File: src/rtl/tocu_cfg.svh
// Constants for the timer output compare unit
`ifndef TOCU_CFG_SVH
`define TOCU_CFG_SVH
`define TOCU_BOTTOM 8'h00
`define TOCU_MAX 8'hFF
`define TOCU_ONE 8'h01
`define TOCU_ADDR_COUNT 3'h0
`define TOCU_ADDR_COMPARE 3'h1
`define TOCU_ADDR_CTRL 3'h2
`define TOCU_ADDR_FLAGS 3'h3
`define TOCU_ADDR_MASK 3'h4
`define TOCU_CTRL_WGM_LSB 0
`define TOCU_CTRL_COM_LSB 2
`define TOCU_CTRL_CS_BIT 4
`define TOCU_CTRL_FOC_BIT 7
`define TOCU_FLAG_OCF_BIT 0
`define TOCU_FLAG_TOV_BIT 1
`endif

File: src/rtl/tocu_pkg.sv
// Types for the timer output compare unit
package tocu_pkg;
  typedef enum logic [1:0]
  {
    TOCU_WGM_NORMAL = 2'h0,
    TOCU_WGM_PCPWM = 2'h1,
    TOCU_WGM_CTC = 2'h2,
    TOCU_WGM_FAST = 2'h3
  } tocu_wgm_t;
  typedef enum logic [1:0]
  {
    TOCU_COM_NONE = 2'h0,
    TOCU_COM_TOGGLE = 2'h1,
    TOCU_COM_CLEAR = 2'h2,
    TOCU_COM_SET = 2'h3
  } tocu_com_t;
  // Count direction, Gray ordered
  typedef enum logic [0:0]
  {
    TOCU_DIR_UP = 1'b0,
    TOCU_DIR_DOWN = 1'b1
  } tocu_dir_t;
endpackage : tocu_pkg

File: src/rtl/tocu_counter.sv
// Up/down 8-bit counter with mode dependent sequence
`timescale 1ns/100ps
`default_nettype none
`include "tocu_cfg.svh"
module tocu_counter
  import tocu_pkg::*;
#(
  parameter int WIDTH = 8
)
(
  input wire logic clk,
  input wire logic arst_n,
  input wire logic tick,
  input wire tocu_wgm_t mode,
  input wire logic [WIDTH-1:0] top_value,
  input wire logic load,
  input wire logic [WIDTH-1:0] load_value,
  output logic [WIDTH-1:0] count,
  output tocu_dir_t dir
);
  logic [WIDTH-1:0] count_reg;
  logic [WIDTH-1:0] count_next;
  tocu_dir_t dir_reg;
  tocu_dir_t dir_next;
  wire logic at_max = (count_reg == WIDTH'(`TOCU_MAX));
  wire logic at_bot = (count_reg == WIDTH'(`TOCU_BOTTOM));
  wire logic ctc_hit = (mode == TOCU_WGM_CTC) && (count_reg == top_value);
  wire logic turn_down = (mode == TOCU_WGM_PCPWM) && at_max;
  wire logic turn_up = (mode != TOCU_WGM_PCPWM) || at_bot;
  wire tocu_dir_t dir_tick = turn_down ? TOCU_DIR_DOWN : (turn_up ? TOCU_DIR_UP : dir_reg);
  wire logic go_down = (dir_tick == TOCU_DIR_DOWN);
  wire logic [WIDTH-1:0] count_step = go_down ? count_reg - WIDTH'(`TOCU_ONE)
                                              : count_reg + WIDTH'(`TOCU_ONE);
  // CPU write beats clear and count; wrap is natural at 8 bits
  assign count_next = load ? load_value
                    : !tick ? count_reg
                    : ctc_hit ? WIDTH'(`TOCU_BOTTOM)
                    : count_step;
  assign dir_next = (tick && !load) ? dir_tick : dir_reg;
  // ************************************
  // Counter state
  // ************************************
  always_ff @(posedge clk or negedge arst_n)
  begin
    if (!arst_n)
    begin
      count_reg <= WIDTH'(`TOCU_BOTTOM);
      dir_reg <= TOCU_DIR_UP;
    end
    else
    begin
      count_reg <= count_next;
      dir_reg <= dir_next;
    end
  end
  assign count = count_reg;
  assign dir = dir_reg;
endmodule : tocu_counter
`default_nettype wire

File: src/rtl/tocu_wavegen.sv
// Waveform generator holding the compare output state
`timescale 1ns/100ps
`default_nettype none
`include "tocu_cfg.svh"
module tocu_wavegen
  import tocu_pkg::*;
(
  input wire logic clk,
  input wire logic arst_n,
  input wire logic tick,
  input wire tocu_wgm_t mode,
  input wire tocu_com_t action,
  input wire tocu_dir_t dir,
  input wire logic match,
  input wire logic force_cmp,
  input wire logic at_bottom,
  input wire logic cmp_is_max,
  output logic oc_state
);
  logic oc_reg;
  logic oc_next;
  wire logic pwm = (mode == TOCU_WGM_PCPWM) || (mode == TOCU_WGM_FAST);
  wire logic inv = (action == TOCU_COM_SET);
  wire logic pwm_act = (action == TOCU_COM_CLEAR) || (action == TOCU_COM_SET);
  // Non-PWM match action, shared by real and forced matches
  function automatic logic np_action(input tocu_com_t a, input logic cur);
    case (a)
      TOCU_COM_TOGGLE: np_action = !cur;
      TOCU_COM_CLEAR: np_action = 1'b0;
      TOCU_COM_SET: np_action = 1'b1;
      default: np_action = cur;
    endcase
  endfunction : np_action
  // Fast PWM: match flips to inverse level, bottom restores; match at max wins
  wire logic fast_bot = tick && at_bottom && !cmp_is_max;
  // A stopped timer must not re-apply a standing match every clock
  wire logic fast_val = (tick && match) ? inv : (fast_bot ? !inv : oc_reg);
  wire logic pc_val = match ? (dir == TOCU_DIR_UP ? inv : !inv) : oc_reg;
  wire logic np_ev = (tick && match) || force_cmp;
  // Action bits act unbuffered from the next match on; mode change keeps state
  assign oc_next = (mode == TOCU_WGM_FAST && pwm_act) ? fast_val
                 : (mode == TOCU_WGM_PCPWM && pwm_act) ? (tick ? pc_val : oc_reg)
                 : (mode == TOCU_WGM_FAST && action == TOCU_COM_TOGGLE && tick && match)
                   ? !oc_reg
                 : (!pwm && np_ev) ? np_action(action, oc_reg)
                 : oc_reg;
  // ************************************
  // Output state
  // ************************************
  always_ff @(posedge clk or negedge arst_n)
  begin
    if (!arst_n)
      oc_reg <= 1'b0;
    else
      oc_reg <= oc_next;
  end
  assign oc_state = oc_reg;
endmodule : tocu_wavegen
`default_nettype wire

File: src/rtl/tocu_top.sv
// Top of the timer output compare unit with register port
//
// Notes on behaviour
// - Compare counter and compare value every cycle
// - Match sets flag one timer tick later
// - Flag and enable raise interrupt request
// - Flag cleared by service or writing one
// - Compare buffered in PWM, direct otherwise
// - Buffer loads at top or bottom
// - CPU reaches buffer or active register
// - Force strobe drives output in non-PWM modes only, no flag
// - Counter write blocks next tick's match
// - Output state survives mode change
// - Action bits unbuffered, act next match
// - Nonzero action overrides port data
// - Action zero leaves output unchanged
// - Mode sets count, action sets output
// - Extreme compare values handled at max/bottom
// - Normal mode counts up and wraps
// - Overflow flag set when counter wraps from max to zero, or counts down to zero in mode one
// - Mode two clears counter on match
// - Mode three is single-slope fast PWM
// - Mode one is dual-slope phase-correct PWM
//
// The strobed register port and the register offsets were left to the implementer.
`timescale 1ns/100ps
`default_nettype none
`include "tocu_cfg.svh"
module tocu_top
  import tocu_pkg::*;
#(
  parameter int WIDTH = 8
)
(
  input wire logic clk,
  input wire logic arst_n,
  input wire logic timer_tick,
  input wire logic [2:0] reg_addr,
  input wire logic [7:0] reg_wdata,
  input wire logic reg_write,
  input wire logic reg_read,
  output logic [7:0] reg_rdata,
  input wire logic compare_irq_ack,
  input wire logic overflow_irq_ack,
  input wire logic port_data,
  input wire logic output_pin_direction_bit,
  output logic compare_output,
  output logic compare_output_oe,
  output logic compare_irq,
  output logic overflow_irq
);
  // ************************************
  // Register decode
  // ************************************
  logic [WIDTH-1:0] compare_value_register;
  logic [WIDTH-1:0] compare_buffer_reg;
  logic [1:0] mode_reg;
  logic [1:0] action_reg;
  logic run_reg;
  logic compare_match_flag;
  logic overflow_flag;
  logic compare_interrupt_enable;
  logic overflow_interrupt_enable;
  logic block_reg;
  logic [7:0] rdata_reg;
  logic [WIDTH-1:0] timer_count_value;
  tocu_dir_t dir;
  logic oc_state;
  wire tocu_wgm_t waveform_mode_select = tocu_wgm_t'(mode_reg);
  wire tocu_com_t compare_output_action = tocu_com_t'(action_reg);
  wire logic wr_count = reg_write && (reg_addr == `TOCU_ADDR_COUNT);
  wire logic wr_cmp = reg_write && (reg_addr == `TOCU_ADDR_COMPARE);
  wire logic wr_ctrl = reg_write && (reg_addr == `TOCU_ADDR_CTRL);
  wire logic wr_flags = reg_write && (reg_addr == `TOCU_ADDR_FLAGS);
  wire logic wr_mask = reg_write && (reg_addr == `TOCU_ADDR_MASK);
  wire logic pwm_mode = (waveform_mode_select == TOCU_WGM_PCPWM)
                     || (waveform_mode_select == TOCU_WGM_FAST);
  // Timer only advances when running; CPU port is always live
  wire logic tick = timer_tick && run_reg;
  // Force strobe only acts in non-PWM modes and is never stored
  wire logic force_compare_strobe = wr_ctrl && reg_wdata[`TOCU_CTRL_FOC_BIT] && !pwm_mode;
  // A forced match uses the action bits written beside the strobe
  wire tocu_com_t force_action = tocu_com_t'(reg_wdata[`TOCU_CTRL_COM_LSB +: 2]);
  wire tocu_com_t wg_action = force_compare_strobe ? force_action : compare_output_action;
  // ************************************
  // Comparator and match gating
  // ************************************
  wire logic raw_match = (timer_count_value == compare_value_register);
  // Blocking lasts until the next timer tick has passed, even if stopped
  wire logic match = raw_match && !block_reg && !wr_count;
  wire logic at_bottom = (timer_count_value == WIDTH'(`TOCU_BOTTOM));
  wire logic at_max = (timer_count_value == WIDTH'(`TOCU_MAX));
  // Update point: max tick for fast PWM, max or bottom tick for phase correct
  wire logic upd_point = (waveform_mode_select == TOCU_WGM_FAST) ? at_max
                        : at_bottom || at_max;
  wire logic cmp_is_max = (compare_value_register == WIDTH'(`TOCU_MAX));
  // Overflow: counter wraps from max to zero in normal/ctc/fast, steps down to bottom in pc PWM
  wire logic ovf_normal = tick && at_max && !wr_count
                        && (waveform_mode_select != TOCU_WGM_PCPWM);
  wire logic ovf_pc = tick && !wr_count && (waveform_mode_select == TOCU_WGM_PCPWM)
                    && (timer_count_value == WIDTH'(`TOCU_ONE)) && (dir == TOCU_DIR_DOWN);
  wire logic ovf_event = ovf_normal || ovf_pc;
  // Flag set wins over any clear in the same cycle
  wire logic ocf_clr = compare_irq_ack || (wr_flags && reg_wdata[`TOCU_FLAG_OCF_BIT]);
  wire logic tov_clr = overflow_irq_ack || (wr_flags && reg_wdata[`TOCU_FLAG_TOV_BIT]);
  // Flag rises at the tick that ends the matching count value
  wire logic ocf_set = tick && match;
  wire logic [7:0] rd_mux =
    (reg_addr == `TOCU_ADDR_COUNT) ? 8'(timer_count_value) :
    (reg_addr == `TOCU_ADDR_COMPARE) ? 8'(pwm_mode ? compare_buffer_reg
                                                   : compare_value_register) :
    (reg_addr == `TOCU_ADDR_CTRL) ? {3'h0, run_reg, action_reg, mode_reg} :
    (reg_addr == `TOCU_ADDR_FLAGS) ? {6'h00, overflow_flag, compare_match_flag} :
    (reg_addr == `TOCU_ADDR_MASK) ? {6'h00, overflow_interrupt_enable,
                                     compare_interrupt_enable} :
    8'h00;
  // ************************************
  // Counter and waveform generator
  // ************************************
  tocu_counter #(.WIDTH(WIDTH)) u_counter
  (
    .clk(clk),
    .arst_n(arst_n),
    .tick(tick),
    .mode(waveform_mode_select),
    .top_value(compare_value_register),
    .load(wr_count),
    .load_value(reg_wdata[WIDTH-1:0]),
    .count(timer_count_value),
    .dir(dir)
  );
  tocu_wavegen u_wavegen
  (
    .clk(clk),
    .arst_n(arst_n),
    .tick(tick),
    .mode(waveform_mode_select),
    .action(wg_action),
    .dir(dir),
    .match(match),
    .force_cmp(force_compare_strobe),
    .at_bottom(at_bottom),
    .cmp_is_max(cmp_is_max),
    .oc_state(oc_state)
  );
  // ************************************
  // Configuration registers
  // ************************************
  always_ff @(posedge clk or negedge arst_n)
  begin
    if (!arst_n)
    begin
      mode_reg <= 2'h0;
      action_reg <= 2'h0;
      run_reg <= 1'b0;
      compare_interrupt_enable <= 1'b0;
      overflow_interrupt_enable <= 1'b0;
    end
    else
    begin
      if (wr_ctrl)
      begin
        mode_reg <= reg_wdata[`TOCU_CTRL_WGM_LSB +: 2];
        action_reg <= reg_wdata[`TOCU_CTRL_COM_LSB +: 2];
        run_reg <= reg_wdata[`TOCU_CTRL_CS_BIT];
      end
      if (wr_mask)
      begin
        compare_interrupt_enable <= reg_wdata[`TOCU_FLAG_OCF_BIT];
        overflow_interrupt_enable <= reg_wdata[`TOCU_FLAG_TOV_BIT];
      end
    end
  end
  // Compare value: buffered in PWM, loaded at the update point
  always_ff @(posedge clk or negedge arst_n)
  begin
    if (!arst_n)
    begin
      compare_buffer_reg <= WIDTH'(`TOCU_BOTTOM);
      compare_value_register <= WIDTH'(`TOCU_BOTTOM);
    end
    else
    begin
      if (wr_cmp)
        compare_buffer_reg <= reg_wdata[WIDTH-1:0];
      if (wr_cmp && !pwm_mode)
        compare_value_register <= reg_wdata[WIDTH-1:0];
      else if (pwm_mode && tick && upd_point)
        compare_value_register <= compare_buffer_reg;
    end
  end
  // ************************************
  // Flags, blocking and read data
  // ************************************
  always_ff @(posedge clk or negedge arst_n)
  begin
    if (!arst_n)
    begin
      compare_match_flag <= 1'b0;
      overflow_flag <= 1'b0;
      block_reg <= 1'b0;
      rdata_reg <= 8'h00;
    end
    else
    begin
      // Flag follows match by one timer tick; set beats clear
      if (ocf_set)
        compare_match_flag <= 1'b1;
      else if (ocf_clr)
        compare_match_flag <= 1'b0;
      if (ovf_event)
        overflow_flag <= 1'b1;
      else if (tov_clr)
        overflow_flag <= 1'b0;
      if (wr_count)
        block_reg <= 1'b1;
      else if (tick)
        block_reg <= 1'b0;
      rdata_reg <= reg_read ? rd_mux : 8'h00;
    end
  end
  // ************************************
  // Outputs
  // ************************************
  assign reg_rdata = rdata_reg;
  assign compare_irq = compare_match_flag && compare_interrupt_enable;
  assign overflow_irq = overflow_flag && overflow_interrupt_enable;
  // Any nonzero action hands the pin data to the compare state
  assign compare_output = (action_reg != 2'h0) ? oc_state : port_data;
  // Direction stays with the port bit, so set state before enabling
  assign compare_output_oe = output_pin_direction_bit;
endmodule : tocu_top
`default_nettype wire

File: config.mk
export PLATFORM = sky130hd
export DESIGN_NAME = tocu_top
export DESIGN_NICKNAME = d
export VERILOG_FILES = /design/src/rtl/tocu_pkg.sv /design/src/rtl/tocu_counter.sv /design/src/rtl/tocu_wavegen.sv /design/src/rtl/tocu_top.sv
export VERILOG_INCLUDE_DIRS = /design/src /design/src/rtl
export SDC_FILE = /design/constraint.sdc
export NUM_CORES = 1
export LEC_CHECK = 0
export ABC_AREA = 1
export BUFFER_PORTS_ARGS = -buffer_cell sky130_fd_sc_hd__clkbuf_2
export CAP_MARGIN = 20
export CORE_MARGIN = 8
export CORE_UTILIZATION = 59
export DETAILED_ROUTE_END_ITERATION = 8
export PLACE_DENSITY = 0.8
export SETUP_SLACK_MARGIN = 0.1
export SLEW_MARGIN = 30
export SYNTH_ARGS = -nofsm -noshare
export SYNTH_HDL_FRONTEND = slang
export SYNTH_SLANG_ARGS = --single-unit
export TNS_END_PERCENT = 1
File: constraint.sdc
create_clock -name clk -period 1.8 [get_ports clk]
set_input_delay 0.36 -clock clk [delete_from_list [all_inputs] [get_ports clk]]
set_output_delay 0.36 -clock clk [all_outputs]
set_load 0.02 [all_outputs]
# [Yosys cells after proc, flatten, opt, wreduce, memory -nomap -nowiden]
# Cells that the tools add are included.
[word_totals] ff_bits=44 inputBits=20 out_inout_bits=12 elab_cells=127
[classes] add_sub_neg=2 eq_ne=18 muxes=34 reduce_logical=59
[op_table] op="$mux W8" count=10
[op_table] op="$logic_and A1 B1 Y1" count=35
[op_table] op="$mux W1" count=19
[op_table] op="$eq A8 B8 Y1 const B" count=2
[op_table] op="$reduce_bool A2 Y1" count=5
[op_table] op="$add A8 B1 Y8 const B" count=1
[op_table] op="$eq A2 B2 Y1 const B" count=4
[op_table] op="$eq A8 B1 Y1 const B" count=1
[op_table] op="$eq A8 B8 Y1" count=1
[op_table] op="$logic_not A8 Y1" count=1
[op_table] op="$logic_or A1 B1 Y1" count=8
[op_table] op="$sub A8 B1 Y8 const B" count=1
[op_table] op="$eq A3 B2 Y1 const B" count=2
[op_table] op="$logic_not A1 Y1" count=6
[op_table] op="$mux W2" count=3
[op_table] op="$ne A3 B2 Y1 const B" count=2
[op_table] op="$reduce_bool A6 Y1" count=1
[op_table] op="$mux W5" count=1
[op_table] op="$reduce_and A5 Y1" count=1
[op_table] op="$eq A2 B1 Y1 const B" count=2
[op_table] op="$reduce_bool A4 Y1" count=1
[op_table] op="$eq A3 B1 Y1 const B" count=1
[op_table] op="$eq A3 B3 Y1 const B" count=1
[op_table] op="$logic_not A3 Y1" count=1
[op_table] op="3 further kinds" count=3

# [Longest topological paths before layout]
# Gate-level depths: netlist (run 1).
[logic_depth] word_depth=12 depth_mapped=12 depth_no_buf=12

# [Hierarchy]
# A second synthesis (run 1) with hierarchy kept.
[unflattened] cells_unflattened=468 area_unflattened_um2=3145.5
[modules_own_cells] mod="tocu_top" n_inst=1 cells_each=279 area_per_inst_um2=1989.4 seq_area_each_um2=850.8
[modules_own_cells] mod="tocu_counter" n_inst=1 cells_each=147 area_per_inst_um2=960.9 seq_area_each_um2=225.2
[modules_own_cells] mod="tocu_wavegen" n_inst=1 cells_each=42 area_per_inst_um2=195.2 seq_area_each_um2=25.0

# [Least setup slack after synthesis (run 1)]
# OpenSTA, ideal clock, no wires.
[synth_timing] kind="register to register" start="register u_counter.count_reg[0] (netlist: u_counter.count[0])" end="register compare_value_register[5]" setup_ps=80 arrival_time_ps=1519 t_required_ps=1720 setup_slack_ps=201 stages_incl_launch_ff=11 n_path_buf=0 period_less_slack_ps=1599 path_cell_list="dfrtp_1 -> inv_1 -> ha_1 -> nand3_4 -> nor2_4 -> nand2_1 -> nand2_2 -> nand3_4 -> nand2_4 -> nor2_2 -> nor3_2"
[synth_via] elab_chain_cells=5 word_cells_on_any_way=6 cone_classes="1 x eq/ne; 1 x mux; 4 x reduce/logical"
[synth_rtl] item="start: declaration" line_no="tocu_counter.sv:21" text="logic [WIDTH-1:0] count_reg;"
[synth_rtl] item="start signal: assignment" line_no="tocu_counter.sv:47" text="count_reg <= WIDTH'(`TOCU_BOTTOM);"
[synth_rtl] item="start signal: assignment" line_no="tocu_counter.sv:52" text="count_reg <= count_next;"
[synth_rtl] item="$eq A8 B8 Y1 or $logic_not A8 Y1 (tied branches)" line_no="tocu_top.sv:92, tocu_top.sv:91"
[synth_rtl] item="$logic_or A1 B1 Y1" line_no="tocu_top.sv:95" text=": at_bottom || at_max;"
[synth_rtl] item="$mux W1 (*)" line_no="tocu_top.sv:94" text="wire logic upd_point = (waveform_mode_select == TOCU_WGM_FAST) ? at_max"
[synth_rtl] item="$logic_and A1 B1 Y1 (*)" line_no="tocu_top.sv:188" text="else if (pwm_mode && tick && upd_point)"
[synth_rtl] item="$reduce_bool A2 Y1 (no source line) (*)"
[synth_rtl] item="end signal: assignment" line_no="tocu_top.sv:180" text="compare_value_register <= WIDTH'(`TOCU_BOTTOM);"
[synth_rtl] item="end signal: assignment" line_no="tocu_top.sv:187" text="compare_value_register <= reg_wdata[WIDTH-1:0];"
[synth_rtl] item="end signal: assignment" line_no="tocu_top.sv:189" text="compare_value_register <= compare_buffer_reg;"
[synth_rtl] item="end: declaration" line_no="tocu_top.sv:55" text="logic [WIDTH-1:0] compare_value_register;"
# Mark *: on every way between the ends. The rest lies on a longest branch, timed or not.
# A chain may end at the register's enable or synchronous reset.

# [Worst setup path in the final report (run 1)]
[layout_timing] start="register u_counter.count_reg[6] (netlist: u_counter.count[6])" end="register compare_value_register[5]"
# The elaborated chain is that of the path after synthesis.

==> impl_metrics.toml, run 1 <==
[global_route]
overflow = 0
antenna_found_initial = 0
grt_max_degree = 30
grt_pass1_vias = 2917
track_usage_pct = 23.1
grt_pass1_wl_um = 13600

[yosys]
synth_edf_count = 0
yosys.area_share.simple_pct = 32.7
synth_top_family_by_area = "simple AND/OR/NAND/NOR gates"
synth_xor_area_share_pct = 3.80
synthCells = 399
synth-seq-area-share_pct = 36.8
ys.flop_type = "dfrtp_1"
yosysTopAreaCellShare_pct = 36.8
syn_area_per_cell_um2 = 7.51
synth_compound_area_share_pct = 14.8
synth.net_count = 422
yosysWarnings = 0
ys_seq_elements = 44
yosysUniqueCellTypes = 41
synth_area_um2 = 3000
synth_fa_ha_area_share_pct = 1.25
netlist_top_cells_area = "dfrtp_1, nand2_1, inv_1"
synth_mux_area_share_pct = 0
synthArstFlopShare_pct = 100
yosysTopAreaCell = "dfrtp_1"

[worst_setup_path]
r2r-start = "u_counter.count[6]$_DFFE_PN0P_"
crit_slowest_cell = "dfrtp_1"
cp-startpoint = "u_counter.count[6]$_DFFE_PN0P_"
crit_arrival_ns = 1.86
cp_max_fo = 10
required_ns = 2.03
crit_path_end_kind = "flop"
r2r_end = "compare_value_register[5]$_DFFE_PN0P_"
slowest_delay_ns = 0.44
setup.worst_path.start_class = "flop"
timing.critical_path.cells = "buf_4, nor2_4, nand3_2, nor2_4, nand2_1, nand2_2, nand3_4, nand2_8, nor2_2, nor3_2"
crit_end = "compare_value_register[5]$_DFFE_PN0P_"
rr_worst_depth = 10
crit_type = "reg -> reg"
r2r_slack_ns = 0.17
critPathMostFrequentCell = "nor2_4"

[timing]
timing.hold.ws_ns = 0.231
setup_violations = 0
tns_ns = 0
max_slew_margin_pct = 69.2
slew_viol_final = 0
skew_ns = 0.00615
fin_ws_ns = 0.169
fmax_mhz = 613
tightest_slew_ns = 0.461
finalHoldViolations = 0
rsz0062_at_grt = "yes"
period_share_pct = 90.6
finalCriticalPeriod_ns = 1.63

[clock_network]
htreeDepth = 2
clk_path_buf_depth = 2
clkTransAtPathRegs_ns = 0.08
cts_buffers = 5
cts-root-buf = "clkbuf_8"
tritoncts = "built"
cts_num_sinks = 44
clk_latency_ns = 0.30

[cells_and_area]
seqCellArea_um2 = 1110
area_delta_synth_final_pct = 16.2
final_common_cell = "nand2_1"
nNetsFinal = 467
diodes = 0
drive_above_1_share_pct = 26.3
layout_common_cells = "nand2_1, inv_1, dfrtp_1"
n_fill_cell = 453
multiInputGateArea_um2 = 1640
final_util_pct = 69.5

[run_status]
status = "complete, no violations"

[place]
dp.final_hpwl_um = 6200
gp_congestion = 0.932
dp_slack_ns = -0.0233
portBuffers = 29

[flow_run]
drv_cap = 0

[floorplan]
ios = 32
die_y_um = 87.3
rows = 26
die_area_um2 = 7610
coreArea_um2 = 5010
die_w_um = 87.3
initial_utilization_pct = 59.8

[drt]
wl_um = 8220
drt-vias-per-instance = 5.67
ant_nets = 0
drc_errors = 0
drtIter0Drc = 318
wire_per_inst_um = 16.0
vias = 2918
drtPass1Iterations = 5

[power]
ir_worst_vdd_mv = 0.739
p_leak_nw = 1.71
p_total_mw = 4.15
powerDensity_nw_per_um2 = 1190

[hold_path]
min_path_type = "in -> reg"
[layer usage]
| layer | track usage [%] | vias up | routed length, um |
|---|---|---|---|
| li1 | - | 1390 | - |
| met1 | 28.0 | 1356 | 3350 |
| met2 | 38.8 | 143 | 4060 |
| met3 | 4.34 | 29 | 590 |
| met4 | 9.84 | 0 | 221 |
| met5 | 0 | - | 0 |
[final cells by class]
type | instances | area share, %
clock buffer | 6 | 2.08
clock inverter | 2 | 1.01
inverter | 55 | 6.29
multi-input combinational | 288 | 47.1
sequential | 44 | 31.9
tap | 70 | 2.52
timing repair buffer | 50 | 9.13
[logic make-up after synthesis]
group,Yosys count
adder cells (fa/ha/maj),3
buffers and inverters,68
AO/OA/AOI/OAI,70
XOR/XNOR,13
flip-flops,44
AND/OR/NAND/NOR,201
[power by group]
part	switching [mW]	internal [mW]
clock	0.340	0.412
combinational	1.01	0.764
sequential	0.390	1.23
total	1.74	2.41
[worst min path at each step]
stage | startpoint | to | slack [ns] | cells past startpoint
2_1_floorplan | arst_n | action_reg[0]$_DFFE_PN0N_ | 0.06 | 0
3_3_place_gp | arst_n | compare_buffer_reg[1]$_DFFE_PN0P_ | 0.32 | 1
3_5_place_dp | arst_n | compare_interrupt_enable$_DFFE_PN0P_ | 0.32 | 1
4_1_cts | compare_irq_ack | compare_match_flag$_DFFE_PN0P_ | 0.23 | 2
5_1_grt | compare_irq_ack | compare_match_flag$_DFFE_PN0P_ | 0.23 | 2
6_report | compare_irq_ack | compare_match_flag$_DFFE_PN0P_ | 0.23 | 2
[critical path, delay by kind of cell, from the launching register on]
family | cells | cell delay, ns
AND/OR/NAND/NOR | 9 | 0.94
flip-flops | 1 | 0.44
buffers and inverters | 1 | 0.18
[cells in the mapped netlist, types with 6 or more instances]
cell type	n
o22ai_1	7
xor2_1	8
nand2_2	9
inv_1	45
nand2_1	113
a21oi_1	6
nor2_1	17
dfrtp_1	44
o21ai_0	22
nand3_1	31
o21ai_1	10
[metrics by stage]
stage                     cells  instance area [um2]
after floorplan             399                 3000
after global placement      497                 3230
after detailed placement    497                 3230
after CTS                   507                 3360
after global routing        515                 3480
final                       515                 3480
[repair_timing]
action | CTS | global route
endpoints found under the setup margin | 15 | 17
setup buffers | 1 | 7
pin swaps | 0 | 4
cloned | 0 | 1
endpoints found under the hold margin | 11 | 0
resized for setup | 3 | 18
hold buffers | 1 | 0
Power figures use the tool's default switching activity.
==> run 2: changes to the inputs <==
--- a/config.mk
+++ b/config.mk
@@ -6,13 +6,12 @@
 export SDC_FILE = /design/constraint.sdc
 export NUM_CORES = 1
 export LEC_CHECK = 0
-export ABC_AREA = 1
 export BUFFER_PORTS_ARGS = -buffer_cell sky130_fd_sc_hd__clkbuf_2
-export CAP_MARGIN = 20
+export CAP_MARGIN = 15
 export CORE_MARGIN = 8
-export CORE_UTILIZATION = 59
+export CORE_UTILIZATION = 58
 export DETAILED_ROUTE_END_ITERATION = 8
-export PLACE_DENSITY = 0.8
+export PLACE_DENSITY = 0.79
 export SETUP_SLACK_MARGIN = 0.1
 export SLEW_MARGIN = 30
 export SYNTH_ARGS = -nofsm -noshare
==> impl_metrics.toml, run 2 <==
[run_status]
status = "finished with violations"
violations = "negative setup slack"

[timing]
timing.hold.ws_ns = 0.141
fmax_mhz = 473
tightest_slew_ns = 0.569
setup_violations = 16
finalHoldViolations = 0
finalCriticalPeriod_ns = 2.11
max_slew_margin_pct = 62.1
period_share_pct = 117
fin_ws_ns = -0.313
skew_ns = 0.00863
slew_viol_final = 0
rsz0062_at_grt = "yes"

[yosys]
yosysUniqueCellTypes = 58
netlist_top_cells_area = "dfrtp_1, mux2i_1, mux2_2"
synthCells = 286
synth-seq-area-share_pct = 39.8
synth_common_cells = "dfrtp_1, nand2_1, mux2i_1"
yosysMostFrequentCell = "dfrtp_1"
syn_area_per_cell_um2 = 9.68
synth_edf_count = 0
ys.flop_type = "dfrtp_1"
synthArstFlopShare_pct = 100
yosysTopAreaCell = "dfrtp_1"
yosysWarnings = 0
synth_area_um2 = 2770
yosysTopAreaCellShare_pct = 39.8
ys_seq_elements = 44
synth.net_count = 309

[drt]
ant_nets = 0
drt-vias-per-instance = 6.28
drc_errors = 0
vias = 2683
drtPass1Iterations = 6
wl_um = 8620
wire_per_inst_um = 20.2
drtIter0Drc = 326

[cells_and_area]
n_fill_cell = 276
final_common_cell = "buf_4"
area_delta_synth_final_pct = 32.1
diodes = 0
drive_above_1_share_pct = 41.8
nNetsFinal = 396
layout_common_cells = "buf_4, dfrtp_1, nand2_1"

[clock_network]
clk_latency_ns = 0.29
htreeDepth = 2
cts_num_sinks = 44
clk_path_buf_depth = 2
cts-root-buf = "clkbuf_8"
tritoncts = "built"
cts_buffers = 5
clkTransAtPathRegs_ns = 0.08

[floorplan]
initial_utilization_pct = 59.4
rows = 25
die_area_um2 = 7240
coreArea_um2 = 4660
die_w_um = 85.1
die_y_um = 85.1
ios = 32

[power]
powerDensity_nw_per_um2 = 1050
ir_worst_vdd_mv = 0.712
p_leak_nw = 1.70

[worst_setup_path]
crit_arrival_ns = 2.32
rr_worst_depth = 7
r2r_slack_ns = -0.31
r2r-start = "u_counter.count[4]$_DFFE_PN0P_"
setup.worst_path.start_class = "flop"
r2r_end = "u_counter.count[3]$_DFFE_PN0P_"
required_ns = 2.01
crit_path_end_kind = "flop"
cp_max_fo = 7
crit_type = "reg -> reg"

[global_route]
antenna_found_initial = 0
grt_pass1_vias = 2735
grt_pass1_wl_um = 13900
grt_max_degree = 45
overflow = 0
track_usage_pct = 24.4

[place]
portBuffers = 29
dp_slack_ns = -0.391
gp_congestion = 0.894
dp.final_hpwl_um = 6020

[flow_run]
drv_cap = 0

[hold_path]
min_path_type = "in -> async"
-- run 2: cell types whose count changed after synthesis, moves of 14 or more --
cell,before,now
mux2_2,0,14
nand3_1,31,7
o21ai_0,22,6
inv_1,45,6
mux2i_1,0,25
nand2_1,113,32
-- run 2: metrics by stage --
stage / utilization, % / instance area [um2] / cells / power (mW) / setup TNS [ns]
floorplan: - / 2810 / 286 / 2.32 / -2.02
global placement: 73.3 / 3420 / 416 / 2.91 / -2.05
detailed placement: 73.3 / 3420 / 416 / 2.97 / -3.17
CTS: 76.8 / 3580 / 426 / 3.66 / -2.91
global route: 78.4 / 3660 / 427 / 4.02 / -3.61
finish: 78.4 / 3660 / 427 / 3.82 / -2.50
-- run 2: area by class of cell --
cell class | instances | area [um2] | share of cell area [%]
multi-input combinational | 217 | 1670 | 45.8
timing repair buffer | 99 | 701 | 19.2
clock buffer | 6 | 72.6 | 1.98
clock inverter | 1 | 5.00 | 0.137
inverter | 6 | 27.5 | 0.753
sequential | 44 | 1110 | 30.3
tap | 54 | 67.6 | 1.85
-- run 2: cell families (layout without fill, tap and decap cells) --
logic type	after synthesis	after routing	synth area share [%]
compound gates	56	56	14.8
xor+xnor	10	10	3.16
fa+ha+maj	3	3	1.36
buf+inv	25	112	4.29
flops	44	44	39.8
mux	39	39	14.7
simple gates	109	109	21.8
-- run 2: critical path, cell delays in order, from the launching register on --
cell and delay, ns:
dfrtp_2 0.49, or4_4 0.55, o21ai_4 0.18, a21oi_4 0.12
buf_6 0.14, nand4b_1 0.19, a21boi_2 0.18, o221ai_1 0.17
-- run 2: worst max-delay path by stage --
stage | startpoint | to | slack [ns] | cells past startpoint
global route | u_counter.count[0]$_DFFE_PN0P_ | u_counter.count[7]$_DFFE_PN0P_ | -0.37 | 8
detailed placement | u_counter.count[4]$_DFFE_PN0P_ | u_wavegen.oc_state$_DFFE_PN0P_ | -0.39 | 7
global placement | u_counter.count[5]$_DFFE_PN0P_ | u_wavegen.oc_state$_DFFE_PN0P_ | -0.32 | 7
finish | u_counter.count[4]$_DFFE_PN0P_ | u_counter.count[3]$_DFFE_PN0P_ | -0.31 | 7
floorplan | u_counter.count[0]$_DFFE_PN0P_ | u_counter.count[7]$_DFFE_PN0P_ | -0.30 | 9
CTS | u_counter.count[0]$_DFFE_PN0P_ | u_counter.count[3]$_DFFE_PN0P_ | -0.28 | 9
-- run 2: routing by layer --
layer | global-route usage (%) | up-vias | part of all wire [%]
met1 | 30.0 | 1305 | 39
met3 | 5.60 | 29 | 7.5
met2 | 39.3 | 134 | 50
met5 | 0 | - | 0
li1 | - | 1215 | -
met4 | 11.2 | 0 | 3.5
-- run 2: timing repair --
action,4_1_cts,5_1_grt
buffers inserted,3,1
setup endpoints to repair,19,21
hold buffers,0,0
pin swaps,7,6
gates resized for setup,19,14
-- run 2: power breakdown --
part,switching [mW],leakage [nW],internal [mW]
logic,0.857,1.11,0.925
clock network,0.328,0.0410,0.264
registers,0.250,0.544,1.20
==> run 3: changes to the inputs <==
--- a/config.mk
+++ b/config.mk
@@ -9,12 +9,13 @@
 export BUFFER_PORTS_ARGS = -buffer_cell sky130_fd_sc_hd__clkbuf_2
 export CAP_MARGIN = 15
 export CORE_MARGIN = 8
-export CORE_UTILIZATION = 58
+export CORE_UTILIZATION = 59
 export DETAILED_ROUTE_END_ITERATION = 8
-export PLACE_DENSITY = 0.79
+export PLACE_DENSITY = 0.8
 export SETUP_SLACK_MARGIN = 0.1
 export SLEW_MARGIN = 30
 export SYNTH_ARGS = -nofsm -noshare
 export SYNTH_HDL_FRONTEND = slang
+export SYNTH_HIERARCHICAL = 1
 export SYNTH_SLANG_ARGS = --single-unit
 export TNS_END_PERCENT = 1
==> impl_metrics.toml, run 3 <==
[run_status]
status = "finished with violations"
violations = "negative setup slack"

[timing]
max_slew_margin_pct = 62.7
slew_viol_final = 0
finalCriticalPeriod_ns = 2.62
setup_violations = 17
tightest_slew_ns = 0.560
finalHoldViolations = 0
fin_ws_ns = -0.817
period_share_pct = 145
fmax_mhz = 382
rsz0062_at_grt = "yes"
skew_ns = 0.00413

[worst_setup_path]
crit_arrival_ns = 2.83
cp_max_fo = 5
setup.worst_path.start_class = "flop"
crit_path_end_kind = "flop"
required_ns = 2.01
crit_type = "reg -> reg"

[yosys]
synth_common_cells = "dfrtp_1, nor2_1, o21ai_0"
synthArstFlopShare_pct = 100
synthCells = 309
yosysTopAreaCell = "dfrtp_1"
yosysMostFrequentCell = "dfrtp_1"
yosysTopAreaCellShare_pct = 37.7
yosysUniqueCellTypes = 57
yosysWarnings = 6
ys.flop_type = "dfrtp_1"
ys_seq_elements = 44
synth_area_um2 = 2920
synth-seq-area-share_pct = 37.7
synth_edf_count = 0
synth.net_count = 336
syn_area_per_cell_um2 = 9.46
netlist_top_cells_area = "dfrtp_1, mux2_2, xor2_1"

[power]
p_switching_mw = 1.76
pwr-share-clk_pct = 14.6
ir_worst_vdd_mv = 0.903
seqPwrFrac_pct = 32.5
p_int_mw = 2.66
p_leak_nw = 1.67
swShare_pct = 39.8
powerDensity_nw_per_um2 = 1190
p_comb_share_pct = 52.8

[place]
portBuffers = 29
dp.final_hpwl_um = 5940
dp_cells = 444
gp_congestion = 0.932

[global_route]
grt_pass1_wl_um = 13300
track_usage_pct = 22.6
grt_max_degree = 45
antenna_found_initial = 0
grt_pass1_vias = 2725
overflow = 0

[cells_and_area]
final_util_pct = 78.0
area_delta_synth_final_pct = 26.9
n_fill_cell = 336
layout_common_cells = "buf_4, dfrtp_1, clkbuf_2"
diodes = 0
final_common_cell = "buf_4"
instances_no_fill = 454
drive_above_1_share_pct = 34.9
nNetsFinal = 413

[floorplan]
die_y_um = 86.4
initial_utilization_pct = 61.5
ios = 32
die_area_um2 = 7460
rows = 25
coreArea_um2 = 4750
die_w_um = 86.4

[drt]
route.met3.wl_um = 537
wire_per_inst_um = 18.2
drt-vias-per-instance = 6.26
wl_met2_um = 4130
ant_nets = 0
drtIter0Drc = 175
wl_um = 8240
drtPass1Iterations = 5
route.layer.met1.wl_um = 3350
top_layer = "met4"
drc_errors = 0
vias = 2841

[clock_network]
tritoncts = "built"
htreeDepth = 2
clkTransAtPathRegs_ns = 0.08
cts_num_sinks = 44
clk_path_buf_depth = 2
clk_latency_ns = 0.30
cts_buffers = 5
cts-root-buf = "clkbuf_8"
hold_buffers = 0

[flow_run]
drv_cap = 0

[hold_path]
min_path_type = "in -> async"
-- run 3: cell count changes after synthesis, moves of 6 or more --
cell / delta
o21ai_0: +18
nand2_1: -23
mux2i_1: -14
a31oi_1: +7
xor2_1: +16
inv_1: +6
-- run 3: worst paths after layout --
kind	slack (ns)	startpoint	depth (start not counted)	endpoint
worst min-delay path	0.14	arst_n	2	reg_rdata[5]$_DFF_PN0_
worst max register to register	-0.82	u_counter/count[1]$_DFFE_PN0P_	11	u_counter/count[6]$_DFFE_PN0P_
min in group clk	0.33	overflow_irq_ack	3	overflow_flag$_DFFE_PN0P_
worst min register to register	0.51	block_reg$_DFFE_PN0P_	1	block_reg$_DFFE_PN0P_
max in group asynchronous	1.25	arst_n	2	u_counter/count[4]$_DFFE_PN0P_
worst max-delay path	-0.82	u_counter/count[1]$_DFFE_PN0P_	11	u_counter/count[6]$_DFFE_PN0P_
-- run 3: critical path, cell delays in order, from the launching register on --
cell and delay, ns:
dfrtp_1 0.40, or4_4 0.56, nor2_4 0.10, nor2b_1 0.05, o21ai_2 0.15, inv_2 0.10, ha_4 0.22, nor2b_1 0.15
o31a_1 0.25, o21a_1 0.19, o21a_1 0.17, o31ai_1 0.18
-- run 3: final cells by class --
class,instances,area (um2),share of cell area [%]
repair buffers,85,587,15.8
flip-flops and latches,44,1100,29.8
well taps,67,83.8,2.26
clock buffers,8,90.1,2.43
inverters,12,45.0,1.21
multi-input cells,238,1800,48.5
-- run 3: timing repair --
action,CTS,global route
gates resized for setup,19,5
setup buffers,1,1
setup endpoints to repair,20,20
pin swaps,11,5
cloned,0,0
-- run 3: power by group through the flow --
stage | Sequential [mW] | Combinational, mW | Clock (mW)
finish | 1.44 | 2.34 | 0.646
global route | 1.47 | 2.52 | 0.686
CTS | 1.42 | 2.27 | 0.650
detailed placement | 1.44 | 2.11 | 0
global placement | 1.43 | 2.06 | 0
floorplan | 1.59 | 1.16 | 0
-- run 3: routing by layer --
layer  global-route usage (%)  up-vias
met3                     4.35       25
met1                     27.2     1394
met2                     38.1      122
met5                        0        -
met4                     10.2        0
li1                         -     1300
-- run 3: cell families after synthesis --
group,Yosys count,share of synthesized area [%]
fa+ha+maj,7,3.25
simple gates,100,19.9
compound gates,83,19.0
buf+inv,27,3.98
flops,44,37.7
xor+xnor,21,6.29
mux,27,9.93
-- run 3: metrics by stage --
stage	worst slack, ns	TNS (ns)	area, um2	power, mW	hold WS, ns
2_1_floorplan	-0.809	-5.66	2950	2.75	0.0644
3_3_place_gp	-0.775	-6.32	3520	3.49	0.467
3_5_place_dp	-0.815	-6.81	3520	3.55	0.471
4_1_cts	-0.813	-6.53	3690	4.34	0.155
5_1_grt	-0.896	-7.74	3710	4.68	0.194
6_report	-0.817	-6.70	3710	4.42	0.139
